<file path="src/shared/arvc_params.svh">
// Register offsets, field positions, reset values and timing counts of the rate/source block.
// Assumes inclusion by bare name from design files.
`ifndef ARVC_PARAMS_SVH
`define ARVC_PARAMS_SVH
// ==========================================
// Register map
`define ARVC_RATE_ADDR 8'h04
`define ARVC_SRC_ADDR 8'h05
`define ARVC_RATE_RESET 8'h14
`define ARVC_SRC_RESET 8'h10
// ==========================================
// Rate register fields
`define ARVC_SWAP_BIT 7
`define ARVC_CLKSEL_BIT 6
`define ARVC_MODE_BIT 5
`define ARVC_FILTER_BIT 4
`define ARVC_RATE_LSB 0
`define ARVC_RATE_RESERVED 4'hF
// ==========================================
// Source register fields
`define ARVC_MON_LSB 6
`define ARVC_PBYP_BIT 5
`define ARVC_NBYP_BIT 4
`define ARVC_SEL_LSB 2
`define ARVC_ISRC_LSB 0
// ==========================================
// Timing
`define ARVC_INT_OSC_HZ 4096000
`define ARVC_CLK_HZ 100000000
`define ARVC_OSC_HALF_CYC ((`ARVC_CLK_HZ + `ARVC_INT_OSC_HZ * 2 - 1) / (`ARVC_INT_OSC_HZ * 2))
`define ARVC_START_DELAY_MOD 14
`endif

</file>
<file path="src/shared/arvc_pkg.sv">
// Types of the rate/source configuration block.
// Assumes nothing beyond a SystemVerilog compiler.
package arvc_pkg;
  typedef enum logic [1:0] {ARVC_MON_OFF, ARVC_MON_LOW, ARVC_MON_BOTH, ARVC_MON_PULL} arvc_mon_t;
  typedef enum logic [1:0] {ARVC_SEL_PAIR0, ARVC_SEL_PAIR1, ARVC_SEL_INT, ARVC_SEL_RSVD} arvc_sel_t;
  typedef enum logic [1:0] {ARVC_ISRC_OFF, ARVC_ISRC_ON_PD, ARVC_ISRC_ALWAYS, ARVC_ISRC_RSVD}
    arvc_isrc_t;
  typedef enum logic [1:0] {ARVC_IDLE, ARVC_DELAY, ARVC_RUN} arvc_conv_t;
endpackage : arvc_pkg

</file>
<file path="src/design/arvc_rate_src.sv">
// Rate and voltage-source configuration registers with conversion sequencing.
// Assumes the serial command decoder presents one-cycle write and read strobes; read data is registered, one cycle after the strobe.
// ==========================================
// Summary of operation
// - Swap-average bit set swaps inputs and averages two readings; clear, none.
// - Bit 6 picks internal oscillator (0, default) or external clock (1).
// - Bit 5 picks continuous (0, default) or single-shot (1) conversion.
// - Bit 4 picks sinc3 (0) or low-latency filter (1, default).
// - Four-bit rate code sets data rate; default 0100; top code reserved.
// - Rate register at 04h, reads 14h after reset.
// - Monitor field: off, low, low and upper, low plus pull-together.
// - Bit 5 bypasses positive buffer; default enabled.
// - Bit 4 bypasses negative buffer; default bypassed.
// - Source select: pair one, pair two, internal source, reserved.
// - Internal source: off, on with power-down, always on, reserved.
// - Source register at 05h, reads 10h after reset.
// - Changing write resets filter and restarts conversion after start delay.
`timescale 1ns/1ps
`include "arvc_params.svh"
module arvc_rate_src (
  input wire logic ref_clk,
  input wire logic srst,
  input wire logic ext_clk,
  input wire logic wr_en,
  input wire logic rd_en,
  input wire logic [7:0] addr,
  input wire logic [7:0] wr_data,
  output logic [7:0] rd_data,
  output logic rd_valid,
  input wire logic start_req,
  input wire logic power_down,
  output logic swap_average,
  output logic swap_phase,
  output logic ext_clk_select,
  output logic single_shot,
  output logic low_latency,
  output logic [3:0] rate_code,
  output arvc_pkg::arvc_mon_t source_monitor_enable,
  output logic source_low_monitor,
  output logic source_upper_monitor,
  output logic source_pull_together,
  output logic positive_buffer_bypass,
  output logic negative_buffer_bypass,
  output arvc_pkg::arvc_sel_t source_select,
  output logic internal_source_on,
  output logic filter_reset,
  output logic converting,
  output logic mod_tick
);
  logic [7:0] rate_reg;
  logic [7:0] rate_next;
  logic [7:0] src_reg;
  logic [7:0] src_next;
  logic [7:0] rdata_reg;
  logic [7:0] rdata_next;
  logic rvalid_reg;
  logic rvalid_next;
  logic frst_reg;
  logic frst_next;
  logic phase_reg;
  logic phase_next;
  logic [3:0] dly_reg;
  logic [3:0] dly_next;
  arvc_pkg::arvc_conv_t st_reg;
  arvc_pkg::arvc_conv_t st_next;
  logic changed;
  logic tick;
  arvc_pkg::arvc_isrc_t isrc;
  // ==========================================
  // Modulator timing
  arvc_mod_tick u_tick (
    .ref_clk(ref_clk),
    .srst(srst),
    .use_ext(rate_reg[`ARVC_CLKSEL_BIT]),
    .ext_clk(ext_clk),
    .tick(tick)
  );
  assign mod_tick = tick;
  // ==========================================
  // Register file
  always_comb begin
    rate_next = rate_reg;
    src_next = src_reg;
    rdata_next = rdata_reg;
    rvalid_next = rd_en;
    changed = 1'b0;
    if (wr_en && addr == `ARVC_RATE_ADDR) begin
      rate_next = wr_data;
      changed = (wr_data != rate_reg);
    end
    if (wr_en && addr == `ARVC_SRC_ADDR) begin
      src_next = wr_data;
      changed = (wr_data != src_reg);
    end
    if (rd_en) begin
      unique case (addr)
        `ARVC_RATE_ADDR: rdata_next = rate_reg;
        `ARVC_SRC_ADDR: rdata_next = src_reg;
        default: rdata_next = 8'h00;
      endcase
    end
  end
  always_ff @(posedge ref_clk) begin
    if (srst) begin
      rate_reg <= `ARVC_RATE_RESET;
      src_reg <= `ARVC_SRC_RESET;
      rdata_reg <= 8'h00;
      rvalid_reg <= 1'b0;
    end else begin
      rate_reg <= rate_next;
      src_reg <= src_next;
      rdata_reg <= rdata_next;
      rvalid_reg <= rvalid_next;
    end
  end
  assign rd_data = rdata_reg;
  assign rd_valid = rvalid_reg;
  // ==========================================
  // Field decode
  assign swap_average = rate_reg[`ARVC_SWAP_BIT];
  assign ext_clk_select = rate_reg[`ARVC_CLKSEL_BIT];
  assign single_shot = rate_reg[`ARVC_MODE_BIT];
  assign low_latency = rate_reg[`ARVC_FILTER_BIT];
  assign rate_code = rate_reg[`ARVC_RATE_LSB +: 4];
  assign source_monitor_enable = arvc_pkg::arvc_mon_t'(src_reg[`ARVC_MON_LSB +: 2]);
  assign source_low_monitor = (source_monitor_enable != arvc_pkg::ARVC_MON_OFF);
  assign source_upper_monitor = (source_monitor_enable == arvc_pkg::ARVC_MON_BOTH);
  assign source_pull_together = (source_monitor_enable == arvc_pkg::ARVC_MON_PULL);
  assign positive_buffer_bypass = src_reg[`ARVC_PBYP_BIT];
  assign negative_buffer_bypass = src_reg[`ARVC_NBYP_BIT];
  assign source_select = arvc_pkg::arvc_sel_t'(src_reg[`ARVC_SEL_LSB +: 2]);
  assign isrc = arvc_pkg::arvc_isrc_t'(src_reg[`ARVC_ISRC_LSB +: 2]);
  // Reserved code leaves the source off, a safe reading of an undefined setting
  always_comb begin
    unique case (isrc)
      arvc_pkg::ARVC_ISRC_OFF: internal_source_on = 1'b0;
      arvc_pkg::ARVC_ISRC_ON_PD: internal_source_on = ~power_down;
      arvc_pkg::ARVC_ISRC_ALWAYS: internal_source_on = 1'b1;
      arvc_pkg::ARVC_ISRC_RSVD: internal_source_on = 1'b0;
    endcase
  end
  // ==========================================
  // Conversion sequencing
  always_comb begin
    st_next = st_reg;
    dly_next = dly_reg;
    frst_next = 1'b0;
    phase_next = phase_reg;
    if (changed || start_req) begin
      st_next = arvc_pkg::ARVC_DELAY;
      dly_next = 4'h0;
      frst_next = changed;
      phase_next = 1'b0;
    end else begin
      unique case (st_reg)
        arvc_pkg::ARVC_IDLE: st_next = arvc_pkg::ARVC_IDLE;
        arvc_pkg::ARVC_DELAY: begin
          if (tick) begin
            if (dly_reg == 4'(`ARVC_START_DELAY_MOD - 1)) begin
              st_next = arvc_pkg::ARVC_RUN;
            end else begin
              dly_next = dly_reg + 4'h1;
            end
          end
        end
        arvc_pkg::ARVC_RUN: begin
          if (tick && swap_average) begin
            phase_next = ~phase_reg;
          end
          if (power_down) begin
            st_next = arvc_pkg::ARVC_IDLE;
          end
        end
      endcase
    end
  end
  always_ff @(posedge ref_clk) begin
    if (srst) begin
      st_reg <= arvc_pkg::ARVC_DELAY;
      dly_reg <= 4'h0;
      frst_reg <= 1'b0;
      phase_reg <= 1'b0;
    end else begin
      st_reg <= st_next;
      dly_reg <= dly_next;
      frst_reg <= frst_next;
      phase_reg <= phase_next;
    end
  end
  assign filter_reset = frst_reg;
  assign converting = (st_reg == arvc_pkg::ARVC_RUN);
  assign swap_phase = phase_reg & swap_average;
  // ==========================================
  // Checks
  // Reset value checked one edge after the reset edge, so no history before time zero is used
  a_rate_reset: assert property (@(posedge ref_clk) srst |=> rate_reg == `ARVC_RATE_RESET)
    else $error("rate register not at reset value");
  a_src_reset: assert property (@(posedge ref_clk) srst |=> src_reg == `ARVC_SRC_RESET)
    else $error("source register not at reset value");
  a_write_rate: assert property (@(posedge ref_clk) disable iff (srst)
    wr_en && addr == 8'h04 |=> rate_reg == $past(wr_data))
    else $error("rate write not stored");
  a_write_src: assert property (@(posedge ref_clk) disable iff (srst)
    wr_en && addr == 8'h05 |=> src_reg == $past(wr_data))
    else $error("source write not stored");
  a_change_reset: assert property (@(posedge ref_clk) disable iff (srst)
    changed |=> filter_reset && !converting)
    else $error("change did not reset filter");
  a_no_swap: assert property (@(posedge ref_clk) disable iff (srst)
    !swap_average |-> !swap_phase)
    else $error("swap without enable");
  a_isrc_always: assert property (@(posedge ref_clk) disable iff (srst)
    isrc == arvc_pkg::ARVC_ISRC_ALWAYS |-> internal_source_on)
    else $error("always-on source is off");
  a_isrc_pd: assert property (@(posedge ref_clk) disable iff (srst)
    isrc == arvc_pkg::ARVC_ISRC_ON_PD && power_down |-> !internal_source_on)
    else $error("source on during power-down");
  a_upper_mon: assert property (@(posedge ref_clk) disable iff (srst)
    source_upper_monitor |-> source_low_monitor && src_reg[7:6] == 2'h2)
    else $error("upper monitor without low monitor");
  a_buf_fields: assert property (@(posedge ref_clk) disable iff (srst)
    positive_buffer_bypass == src_reg[5] && negative_buffer_bypass == src_reg[4])
    else $error("buffer bypass mismatch");
  c_rate_write: cover property (@(posedge ref_clk) wr_en && addr == 8'h04 && changed);
  c_run: cover property (@(posedge ref_clk) $rose(converting));
  c_swap: cover property (@(posedge ref_clk) converting && $changed(swap_phase));
endmodule : arvc_rate_src

</file>
<file path="src/design/arvc_mod_tick.sv">
// Modulator tick generator: derives the modulator rate from the internal oscillator or an
// external clock pin. Assumes ext_clk is asynchronous and is synchronised here.
`timescale 1ns/1ps
`include "arvc_params.svh"
module arvc_mod_tick (
  input wire logic ref_clk,
  input wire logic srst,
  input wire logic use_ext,
  input wire logic ext_clk,
  output logic tick
);
  logic [1:0] sync_reg;
  logic [1:0] sync_next;
  logic ext_last_reg;
  logic ext_last_next;
  logic [7:0] div_reg;
  logic [7:0] div_next;
  logic osc_reg;
  logic osc_next;
  logic osc_rise;
  // ==========================================
  // Divider and synchroniser
  always_comb begin
    sync_next = {sync_reg[0], ext_clk};
    ext_last_next = sync_reg[1];
    osc_rise = 1'b0;
    osc_next = osc_reg;
    div_next = div_reg + 8'h01;
    if (div_reg == 8'((`ARVC_OSC_HALF_CYC) - 1)) begin
      div_next = 8'h00;
      osc_next = ~osc_reg;
      osc_rise = ~osc_reg;
    end
  end
  always_ff @(posedge ref_clk) begin
    if (srst) begin
      sync_reg <= 2'h0;
      ext_last_reg <= 1'b0;
      div_reg <= 8'h00;
      osc_reg <= 1'b0;
    end else begin
      sync_reg <= sync_next;
      ext_last_reg <= ext_last_next;
      div_reg <= div_next;
      osc_reg <= osc_next;
    end
  end
  // External edge seen only after two flops
  assign tick = use_ext ? (sync_reg[1] & ~ext_last_reg) : osc_rise;
endmodule : arvc_mod_tick

</file>
<file path="config.mk">
export PLATFORM = sky130hd
export DESIGN_NAME = arvc_rate_src
export DESIGN_NICKNAME = d
export VERILOG_FILES = /design/src/shared/arvc_pkg.sv /design/src/design/arvc_rate_src.sv /design/src/design/arvc_mod_tick.sv
export VERILOG_INCLUDE_DIRS = /design/src /design/src/shared
export SDC_FILE = /design/constraint.sdc
export NUM_CORES = 1
export LEC_CHECK = 0
export BUFFER_PORTS_ARGS = -buffer_cell sky130_fd_sc_hd__buf_4
export CORE_MARGIN = 3
export CORE_UTILIZATION = 56
export CTS_CLUSTER_SIZE = 20
export DETAILED_ROUTE_END_ITERATION = 12
export PLACE_DENSITY = 0.84
export SLEW_MARGIN = 5
export SYNTH_ARGS = -nofsm -noshare
export SYNTH_HDL_FRONTEND = slang
export SYNTH_SLANG_ARGS = --single-unit
</file>
<file path="constraint.sdc">
create_clock -name ref_clk -period 3.1 [get_ports ref_clk]
set_clock_uncertainty 0.05 [all_clocks]
set_input_delay 0.155 -clock ref_clk [delete_from_list [all_inputs] [get_ports ref_clk]]
set_output_delay 0.155 -clock ref_clk [all_outputs]
set_load 0.1 [all_outputs]
</file>
* Yosys cells after proc, flatten, opt, wreduce, memory -nomap -nowiden *
Index checks and enable logic that the tools add are counted.

word-level totals
  output and inout bits = 31
  register bits = 45

operators by class
  reduce and logical (&&, ||, !) cells = 14
  equal/unequal tests = 16
  muxes and demuxes = 10
  bitwise gates (word level) = 8
  add/sub/neg operators = 2

operators by type and width
  cell                                                  count
  equality test 8 x 3 -> 1 bit (second input constant)  2
  != test 8 bit                                         2
  case mux 8 bit (2 select lines)                       1
  equality test 2 bit (second input constant)           5
  adder 8 x 1 -> 8 bit (second input constant)          1
  equality test 8 x 4 -> 1 bit (second input constant)  1
  OR reduction 2 bit                                    4
  2-to-1 mux 2 bit                                      3
  != test 2 bit (second input constant)                 3
  inverter 1 bit                                        6
  case mux 2 bit (3 select lines)                       1
  AND reduction 3 bit                                   2
  adder 4 x 1 -> 4 bit (second input constant)          1
  equality test 2 x 1 -> 1 bit (second input constant)  2
  equality test 4 bit (second input constant)           1
  zero test 2 bit                                       2
  2-to-1 mux 1 bit                                      4
  logical AND 1 bit                                     3
  case mux 1 bit (3 select lines)                       1
  AND 1 bit                                             2
  AND reduction 2 bit                                   1
  nonzero test 2 bit                                    1
  logical OR 1 bit                                      1

* Depth between registers and ports, before layout *
Gate-level depths: netlist (run 1).

  depth after elaboration = 7
  mapped depth = 7

* Hierarchy *
A second synthesis (run 1) with hierarchy kept.

unflattened totals
  cell total of the unflattened synthesis = 232
  area, all modules = 2,234.6 um^2

modules (own cells, without submodules)
  module         area each (um^2)  seq. area each (um^2)  cells an instance  instances
  arvc_rate_src  1,742.9           660.6                  180                1
  arvc_mod_tick  491.7             240.2                  52                 1

* Worst setup path after synthesis (run 1) *
OpenSTA, ideal clock, no wires.

  path type = register -> output
  from = register rate_reg[6]
  to = output mod_tick
  required time = 2.895 ns
  data arrival time = 2.107 ns
  path slack = 0.788 ns
  buffers on the path = 0
  stages on the path, launching flop included = 4
  path through = dfxtp_1 nor4b_1 nor2_1 inv_1

on the way
  word-level cells in the longest chain between the ends = 1

RTL lines
  item                    line                  RTL
  from (decl)             arvc_rate_src.sv:50   logic [7:0] rate_reg;
  from (signal assigned)  arvc_rate_src.sv:105  rate_reg <= `ARVC_RATE_RESET;
  from (signal assigned)  arvc_rate_src.sv:110  rate_reg <= rate_next;
  2-to-1 mux 1 bit        arvc_mod_tick.sv:49   assign tick = use_ext ? (sync_reg[1] & ~ext_last_reg) : osc_rise;
  to (decl)               arvc_rate_src.sv:48   output logic mod_tick

No other way between the ends.

* Worst setup path after layout (run 1) *
  from = register u_tick.div_reg[5]
  to = output mod_tick

on the way
  word-level cells in the longest chain between the ends = 3

RTL lines
  item                          line                 RTL
  from (decl)                   arvc_mod_tick.sv:16  logic [7:0] div_reg;
  from (signal assigned)        arvc_mod_tick.sv:44  div_reg <= div_next;
  equality test 8 x 4 -> 1 bit  arvc_mod_tick.sv:29  if (div_reg == 8'((`ARVC_OSC_HALF_CYC) - 1)) begin
  2-to-1 mux 1 bit              arvc_mod_tick.sv:29
  2-to-1 mux 1 bit              arvc_mod_tick.sv:49

No other way between the ends.

==> flow_summary.json, run 1 <==
{
  "ios": 54,
  "p_sw_mw": 0.284,
  "combPwrFrac_pct": 10.3,
  "maxCapViolations": 0,
  "top_layer": "met4",
  "ys_types": 39,
  "cts_buffers": 5,
  "yosys_register_bits": 45,
  "grt_usage_pct": 21.3,
  "worstMarginPinSlew_ns": 0.898,
  "insertion_delay_ns": 0.29,
  "clkSinkCount": 45,
  "final_cells": 315,
  "chipHeight_um": 66.7,
  "insertedDiodeCount": 0,
  "viasPerCell": 5.40,
  "grt_max_degree": 33,
  "grt_pass1_vias": 1590,
  "synthFlopType": "dfxtp_1",
  "first_pass_iters": 4,
  "antenna_found_initial": 0,
  "timing.fmax_mhz": 478,
  "swShare_pct": 23.0,
  "grt_pass1_wl_um": 7220,
  "arrival_ns": 1.89,
  "avgSynthCellArea_um2": 9.39,
  "synth_fp_nets": 247,
  "setup_viol": 0,
  "clk_pin_slew_ns": 0.08,
  "clockPowerShare_pct": 41.5,
  "hold_viol": 0,
  "cts_tree": "built",
  "detailed_place_hpwl_um": 3110,
  "ant_nets": 0,
  "netlist_area_um2": 2070,
  "initial_core_util_pct": 60.0,
  "layout.nets": 295,
  "min_period_ns": 2.09,
  "endpoint_kind": "output port",
  "htree_num_levels": 2,
  "synth.yosys.warnings": 0,
  "cts_setup_buffers": 0,
  "wl_um": 4340,
  "wl_per_cell_um": 13.8,
  "ir_drop_mv": 0.308,
  "routedLengthMet1_um": 1910,
  "required_ns": 2.89,
  "synth_edf_count": 0,
  "critical_path.max_fanout": 5,
  "clockBufferDepth": 2,
  "vias": 1701,
  "wl_met2_um": 2020,
  "syn_inst": 220,
  "ys_top_cells_by_count": "dfxtp_1 (45), nor2_1 (39), xor2_1 (24), mux2i_1 (13)",
  "synth.area.top_cells": "dfxtp_1 (44%), xor2_1 (10%), nor2_1 (7.1%), mux2i_1 (6.3%), a211oi_1 (2.9%)",
  "hold_buffers": 0,
  "yosysTopAreaCell": "dfxtp_1",
  "finalSetupTns_ns": 0,
  "grt_overflow_total": 0,
  "wl_met3_um": 348,
  "status": "completed",
  "p_leak_nw": 1.16,
  "slew_viol_final": 0,
  "hp-class": "in2reg",
  "rsz0062_at_grt": "false",
  "synth_top_area_share_pct": 43.6,
  "syn_to_final_growth_pct": 25.4,
  "die_x_um": 66.7,
  "power_density_nw_per_um2": 477,
  "ys_async_sr_fraction_pct": 0,
  "core-area_um2": 3440,
  "ys_seq_area_share_pct": 43.6,
  "seqPwrFrac_pct": 48.2,
  "slew_headroom_pct": 39.7,
  "root_buffer": "clkbuf_8",
  "drt-initial-drc-count": 130,
  "post-place-cells": 307,
  "worstSetupStartpointType": "flip-flop",
  "postCtsResizedCells": 0,
  "placementRows": 21,
  "p_int_mw": 0.952,
  "port_buffers": 53,
  "place_congestion": 0.808,
  "yosysMostFrequentCell": "dfxtp_1",
  "period_share_pct": 67.4,
  "route.detailed.drc": 0,
  "layout-drive-gt1-share_pct": 26.0,
  "critPathKind": "reg2out",
  "die_area_um2": 4450
}
[power groups by stage]
stage                     Clock [mW]  Sequential [mW]  Combinational, mW
after floorplan                    0            0.651             0.0384
after global placement             0            0.609              0.125
after detailed placement           0            0.609              0.127
after CTS                      0.518            0.596              0.128
after global routing           0.546            0.598              0.135
final                          0.512            0.596              0.127
[through the flow]
| step | setup WS [ns] | utilization (%) | area (µm²) | power (mW) | hold WS, ns |
|---|---|---|---|---|---|
| floorplan | 0.788 | - | 2070 | 0.689 | 0.223 |
| global placement | 0.912 | 71.4 | 2460 | 0.734 | 0.319 |
| detailed placement | 0.884 | 71.4 | 2460 | 0.736 | 0.321 |
| CTS | 1.02 | 75.2 | 2590 | 1.24 | 0.0176 |
| global route | 0.894 | 75.2 | 2590 | 1.28 | 0.0442 |
| finish | 1.01 | 75.2 | 2590 | 1.24 | 0.0166 |
[cells in the final DEF (no fill, tap or decap), drive strengths merged, types with 3 or more instances in the layout]
cell type / synthesis / layout
clkbuf: 7 / 5
inv: 7 / 7
a22oi: 8 / 8
dfxtp: 45 / 45
xor2: 24 / 24
nor2: 39 / 39
o211ai: 3 / 3
and2: 4 / 4
a21oi: 4 / 4
a211oi: 8 / 8
nor4: 6 / 6
a211o: 3 / 3
nor2b: 7 / 7
mux2i: 13 / 13
ha: 4 / 4
nand2b: 3 / 3
buf: 6 / 54
nand2: 4 / 4
[worst max-delay path, cell delays in order, from the launching register on]
cell and delay (ns):
dfxtp_1 0.35, nor4_1 0.36, nor4b_1 0.29, buf_4 0.19, nor2_1 0.06, inv_1 0.06, buf_4 0.28
[cell type report]
cell class                 count  area [µm²]
multi-input combinational    155        1070
sequential                    45         901
fill                         257         852
timing repair buffer          54         405
clock buffer                   5        68.8
clock inverter                 3        65.1
tap                           46        57.6
inverter                       7        26.3
[routing by layer]
layer,global-route usage (%),vias up
met5,0,-
met1,27.0,776
li1,-,852
met2,34.4,66
met4,8.38,0
met3,5.23,7
[path summary, 6_finish.rpt]
path,depth (start not counted),slack [ns],start,end
hold reg to reg,1,0.39,u_tick.sync_reg[0],u_tick.sync_reg[1]
setup / recovery,6,1.01,u_tick.div_reg[5],mod_tick
hold / removal,2,0.02,ext_clk,u_tick.sync_reg[0]
setup reg to reg,5,1.23,src_reg[6],st_reg[0]
[logic make-up (layout without fill, tap and decap cells)]
kind of cell             Yosys count  count (layout)  synth area share [%]
adder cells (fa/ha/maj)            4               4                  2.42
buffers and inverters             20              69                  4.79
multiplexers                      15              15                  7.39
XOR/XNOR                          26              26                  11.0
AND/OR/NAND/NOR                   78              78                  19.2
flip-flops                        45              45                  43.6
AO/OA/AOI/OAI                     32              32                  11.6
Power figures use the tool's default switching activity.
==> inputs of run 2 (changes only) <==
--- a/config.mk
+++ b/config.mk
@@ -6,12 +6,13 @@
 export SDC_FILE = /design/constraint.sdc
 export NUM_CORES = 1
 export LEC_CHECK = 0
+export ABC_AREA = 1
 export BUFFER_PORTS_ARGS = -buffer_cell sky130_fd_sc_hd__buf_4
 export CORE_MARGIN = 3
-export CORE_UTILIZATION = 56
+export CORE_UTILIZATION = 54
 export CTS_CLUSTER_SIZE = 20
 export DETAILED_ROUTE_END_ITERATION = 12
-export PLACE_DENSITY = 0.84
+export PLACE_DENSITY = 0.8
 export SLEW_MARGIN = 5
 export SYNTH_ARGS = -nofsm -noshare
 export SYNTH_HDL_FRONTEND = slang
==> constraint.sdc (replaced) <==
create_clock -name ref_clk -period 1.94 [get_ports ref_clk]
set_clock_uncertainty 0.05 [all_clocks]
set_input_delay 0.097 -clock ref_clk [delete_from_list [all_inputs] [get_ports ref_clk]]
set_output_delay 0.097 -clock ref_clk [all_outputs]
set_load 0.1 [all_outputs]
==> flow_summary.json, run 2 <==
{
  "syn_to_final_growth_pct": 21.2,
  "power.total_mw": 1.71,
  "synth.area.top_cells": "dfxtp_1 (38%), nand2_1 (12%), nor2_1 (8.7%), inv_1 (7.9%), xnor2_1 (5.9%)",
  "vias": 2181,
  "whs_ns": 0.00513,
  "die_area_um2": 5200,
  "syn_inst": 338,
  "final_cells": 440,
  "finalSetupTns_ns": 0,
  "final_util_pct": 69.5,
  "setup_viol": 0,
  "port_buffers": 53,
  "timing.fmax_mhz": 561,
  "root_buffer": "clkbuf_8",
  "cts_setup_buffers": 0,
  "cts_tree": "built",
  "rsz0062_at_grt": "false",
  "avgSynthCellArea_um2": 6.99,
  "chipHeight_um": 72.1,
  "hp-class": "in2reg",
  "detailed_place.area_um2": 2770,
  "initial_core_util_pct": 57.4,
  "slew_viol_final": 0,
  "clk_pin_slew_ns": 0.08,
  "cts_buffers": 5,
  "power_density_nw_per_um2": 599,
  "netlist_area_um2": 2360,
  "ys_top_cells_by_count": "nand2_1 (77), nor2_1 (55), inv_1 (50), dfxtp_1 (45), nand3_1 (21)",
  "yosysMostFrequentCell": "nand2_1",
  "antenna_found_initial": 0,
  "grt_pass1_wl_um": 8710,
  "ant_nets": 0,
  "ys_seq_area_share_pct": 38.2,
  "required_ns": 1.79,
  "first_pass_iters": 4,
  "ys_async_sr_fraction_pct": 0,
  "ios": 54,
  "hold_viol": 0,
  "rrSetupSlack_ns": 0.49,
  "drt-initial-drc-count": 97,
  "synth_fp_nets": 365,
  "wl_per_cell_um": 11.7,
  "layout.nets": 418,
  "worstSetupStartpointType": "flip-flop",
  "layout-drive-gt1-share_pct": 20.5,
  "ys_types": 32,
  "grt_overflow_total": 0,
  "insertion_delay_ns": 0.29,
  "ir_drop_mv": 0.466,
  "postCtsResizedCells": 0,
  "route.detailed.drc": 0,
  "critPathKind": "reg2out",
  "die_x_um": 72.1,
  "final_cell_area_um2": 2860,
  "insertedDiodeCount": 0,
  "htree_num_levels": 2,
  "synth_edf_count": 0,
  "min_period_ns": 1.78,
  "layout_common_cells": "nand2_1 (77), nor2_1 (54), buf_4 (53)",
  "hold_buffers": 2,
  "post-place-cells": 432,
  "place_ws_ns": 0.487,
  "arrival_ns": 1.64,
  "slew_headroom_pct": 71.9,
  "synth_top_area_share_pct": 38.2,
  "maxCapViolations": 0,
  "wl_um": 5150,
  "period_share_pct": 91.9,
  "grt_pass1_vias": 1992,
  "place_congestion": 0.825,
  "status": "completed",
  "critical_path.max_fanout": 8,
  "endpoint_kind": "output port",
  "core-area_um2": 4120,
  "grt_max_degree": 21,
  "placementRows": 23,
  "mostFrequentLayoutCell": "nand2_1",
  "clockBufferDepth": 2,
  "viasPerCell": 4.96,
  "p_leak_nw": 1.41,
  "worstMarginPinSlew_ns": 0.422,
  "yosys_register_bits": 45,
  "yosysTopAreaCell": "dfxtp_1",
  "grt_usage_pct": 21.0,
  "synth.yosys.warnings": 0,
  "synthFlopType": "dfxtp_1",
  "detailed_place_hpwl_um": 3960,
  "worst_slack_ns": 0.156,
  "clkSinkCount": 45
}
## run 2: cells by family after synthesis
logic type / synth area share, %
and+or+nand+nor: 34.9
buffers and inverters: 11.1
DFF: 38.2
AOI/OAI and AO/OA: 7.47
xor gates and xnor gates: 6.31
adders and majority gates: 2.12
## run 2: path summary, 6_finish.rpt
path,startpoint,endpoint,depth (start not counted)
setup / recovery,u_tick.div_reg[0],mod_tick,7
hold / removal,wr_data[2],rate_reg[2],3
hold reg to reg,u_tick.sync_reg[0],u_tick.sync_reg[1],2
setup reg to reg,dly_reg[1],dly_reg[0],10
## run 2: power breakdown
group	switching (mW)	internal [mW]	total [mW]	leakage (nW)
Sequential	0.0112	0.940	0.952	0.366
Combinational	0.155	0.0801	0.235	1.00
Clock	0.290	0.237	0.528	0.0399
Total	0.456	1.26	1.71	1.41
## run 2: critical path, stage by stage, from the launching register on
cell     delay [ns]
dfxtp_1        0.34
inv_1          0.06
ha_1           0.15
nand3_1        0.08
nor2_1         0.18
nand3_2        0.12
nand2_4        0.11
buf_4          0.29
## run 2: per-layer routing
layer | global-route usage, % | up-vias | routed length [µm]
met5 | 0 | - | 0
met4 | 7.52 | 0 | 69
met3 | 4.43 | 8 | 399
met2 | 34.3 | 69 | 2390
met1 | 27.4 | 962 | 2300
li1 | - | 1142 | -
## run 2: final cells by class
class	instances	area [µm²]
multi-input cells	231	1200
flip-flops and latches	45	902
inverters	53	204
clock inverters	1	5.00
repair buffers	55	418
well taps	50	62.6
fillers	371	1250
clock buffers	5	68.8
==> inputs of run 3 (changes only) <==
--- a/config.mk
+++ b/config.mk
@@ -8,11 +8,13 @@
 export LEC_CHECK = 0
 export ABC_AREA = 1
 export BUFFER_PORTS_ARGS = -buffer_cell sky130_fd_sc_hd__buf_4
+export CELL_PAD_IN_SITES_DETAIL_PLACEMENT = 1
+export CELL_PAD_IN_SITES_GLOBAL_PLACEMENT = 1
 export CORE_MARGIN = 3
-export CORE_UTILIZATION = 54
+export CORE_UTILIZATION = 38
 export CTS_CLUSTER_SIZE = 20
 export DETAILED_ROUTE_END_ITERATION = 12
-export PLACE_DENSITY = 0.8
+export PLACE_DENSITY_LB_ADDON = 0.1
 export SLEW_MARGIN = 5
 export SYNTH_ARGS = -nofsm -noshare
 export SYNTH_HDL_FRONTEND = slang
==> flow_summary.json, run 3 (synthesized netlist as in run 2, its figures left out) <==
{
  "htree_num_levels": 2,
  "die_x_um": 84.8,
  "final_util_pct": 49.1,
  "first_pass_iters": 4,
  "detailed_place_hpwl_um": 4860,
  "drt-initial-drc-count": 59,
  "layout_common_cells": "nand2_1 (77), nor2_1 (54), buf_4 (53)",
  "final_cell_area_um2": 2930,
  "status": "completed",
  "power_density_nw_per_um2": 611,
  "p_sw_mw": 0.482,
  "cp_slowest_cell": "dfxtp_1",
  "arrival_ns": 1.57,
  "ir_drop_mv": 0.278,
  "root_buffer": "clkbuf_8",
  "mostFrequentLayoutCell": "nand2_1",
  "grt_pass1_vias": 2320,
  "p_leak_nw": 1.42,
  "insertedDiodeCount": 0,
  "seqPwrFrac_pct": 53.2,
  "cts_buffers": 5,
  "initial_core_util_pct": 39.6,
  "layout.nets": 420,
  "min_delay_path_depth": 3,
  "maxCapViolations": 0,
  "critical_path.max_fanout": 8,
  "reg2regPathDepth": 10,
  "min_to": "rate_reg[3]",
  "wl_per_cell_um": 13.0,
  "clk_pin_slew_ns": 0.08,
  "antenna_found_initial": 0,
  "p_int_mw": 1.31,
  "wl_um": 6070,
  "viasPerCell": 4.81,
  "crit_path_cell_trace": "inv_1 > ha_1 > nand3_1 > nor2_1 > nand3_2 > nand2_4 > buf_6",
  "r2r_start": "dly_reg[1]",
  "timing.fmax_mhz": 582,
  "grt_overflow_total": 0,
  "grt_pass1_wl_um": 10700,
  "cts_tree": "built",
  "finalSetupTns_ns": 0,
  "hp-class": "in2reg",
  "insertion_delay_ns": 0.30,
  "combPwrFrac_pct": 13.5,
  "worstSetupStartpointType": "flip-flop",
  "grt_max_degree": 21,
  "die_area_um2": 7200,
  "slew_viol_final": 0,
  "whs_ns": 0.0153,
  "post-place-cells": 458,
  "final_cells": 468,
  "ios": 54,
  "layout-drive-gt1-share_pct": 20.6,
  "critPathKind": "reg2out",
  "clockPowerShare_pct": 33.3,
  "endpoint_kind": "output port",
  "slew_headroom_pct": 77.8,
  "rsz0062_at_grt": "false",
  "crit_start": "u_tick.div_reg[0]",
  "swShare_pct": 26.9,
  "r2r_end": "dly_reg[3]",
  "rrSetupSlack_ns": 0.46,
  "route.detailed.drc": 0,
  "detailed_place.area_um2": 2810,
  "syn_to_final_growth_pct": 24.0,
  "placementRows": 28,
  "port_buffers": 53,
  "clockBufferDepth": 2,
  "place_congestion": 0.802,
  "required_ns": 1.79,
  "ant_nets": 0,
  "grt_usage_pct": 18.4,
  "max_stage_delay_ns": 0.34,
  "core-area_um2": 5960,
  "hold_viol": 0,
  "worstMarginPinSlew_ns": 0.330,
  "chipHeight_um": 84.8,
  "setup_viol": 0,
  "min_period_ns": 1.72,
  "hold_start": "wr_data[3]",
  "period_share_pct": 88.6,
  "cts_setup_buffers": 0,
  "clkSinkCount": 45,
  "vias": 2249
}
run 3: what timing repair did:
action                                  4_1_cts  5_1_grt
hold endpoints to repair                      3        0
resized for setup                             0        1
endpoints found under the setup margin        0        1
hold buffers                                  3        0
run 3: metal layers:
metal,track usage (%),vias up,part of all wire [%]
met3,3.30,10,3.4
met4,5.61,0,1.5
met5,0,-,0
met2,33.6,35,51
met1,21.9,1062,44
li1,-,1142,-
run 3: through the flow:
stage	power [mW]	worst slack [ns]
after floorplan	1.13	0.0429
after global placement	1.21	0.489
after detailed placement	1.21	0.469
after CTS	1.82	0.132
after global routing	1.88	0.0567
final	1.79	0.221
run 3: critical path, delay by kind of cell (launching register included):
| family | cells | cell delay, ns |
|---|---|---|
| AND/OR/NAND/NOR | 4 | 0.49 |
| flip-flops | 1 | 0.34 |
| buffers and inverters | 2 | 0.29 |
| adder cells (fa/ha/maj) | 1 | 0.15 |
run 3: cell type report:
class	instances	area [µm²]
Multi-Input combinational cell	231	1200
Timing Repair Buffer	57	439
Inverter	53	204
Sequential cell	45	902
Clock buffer	7	86.3
Tap cell	75	93.8
Fill cell	809	3030
run 3: power by group through the flow:
stage                     logic, mW  clock network, mW  registers (mW)
after floorplan              0.0853                  0            1.04
after global routing          0.265              0.660           0.955
after global placement        0.235                  0           0.973
final                         0.241              0.595           0.951
after CTS                     0.244              0.620           0.952
after detailed placement      0.239                  0           0.974
run 3: how the worst max path moves through the flow:
stage	to	slack, ns
final	mod_tick	0.22
after detailed placement	mod_tick	0.47
after CTS	mod_tick	0.13
after global routing	mod_tick	0.06
after global placement	mod_tick	0.49
after floorplan	internal_source_on	0.04
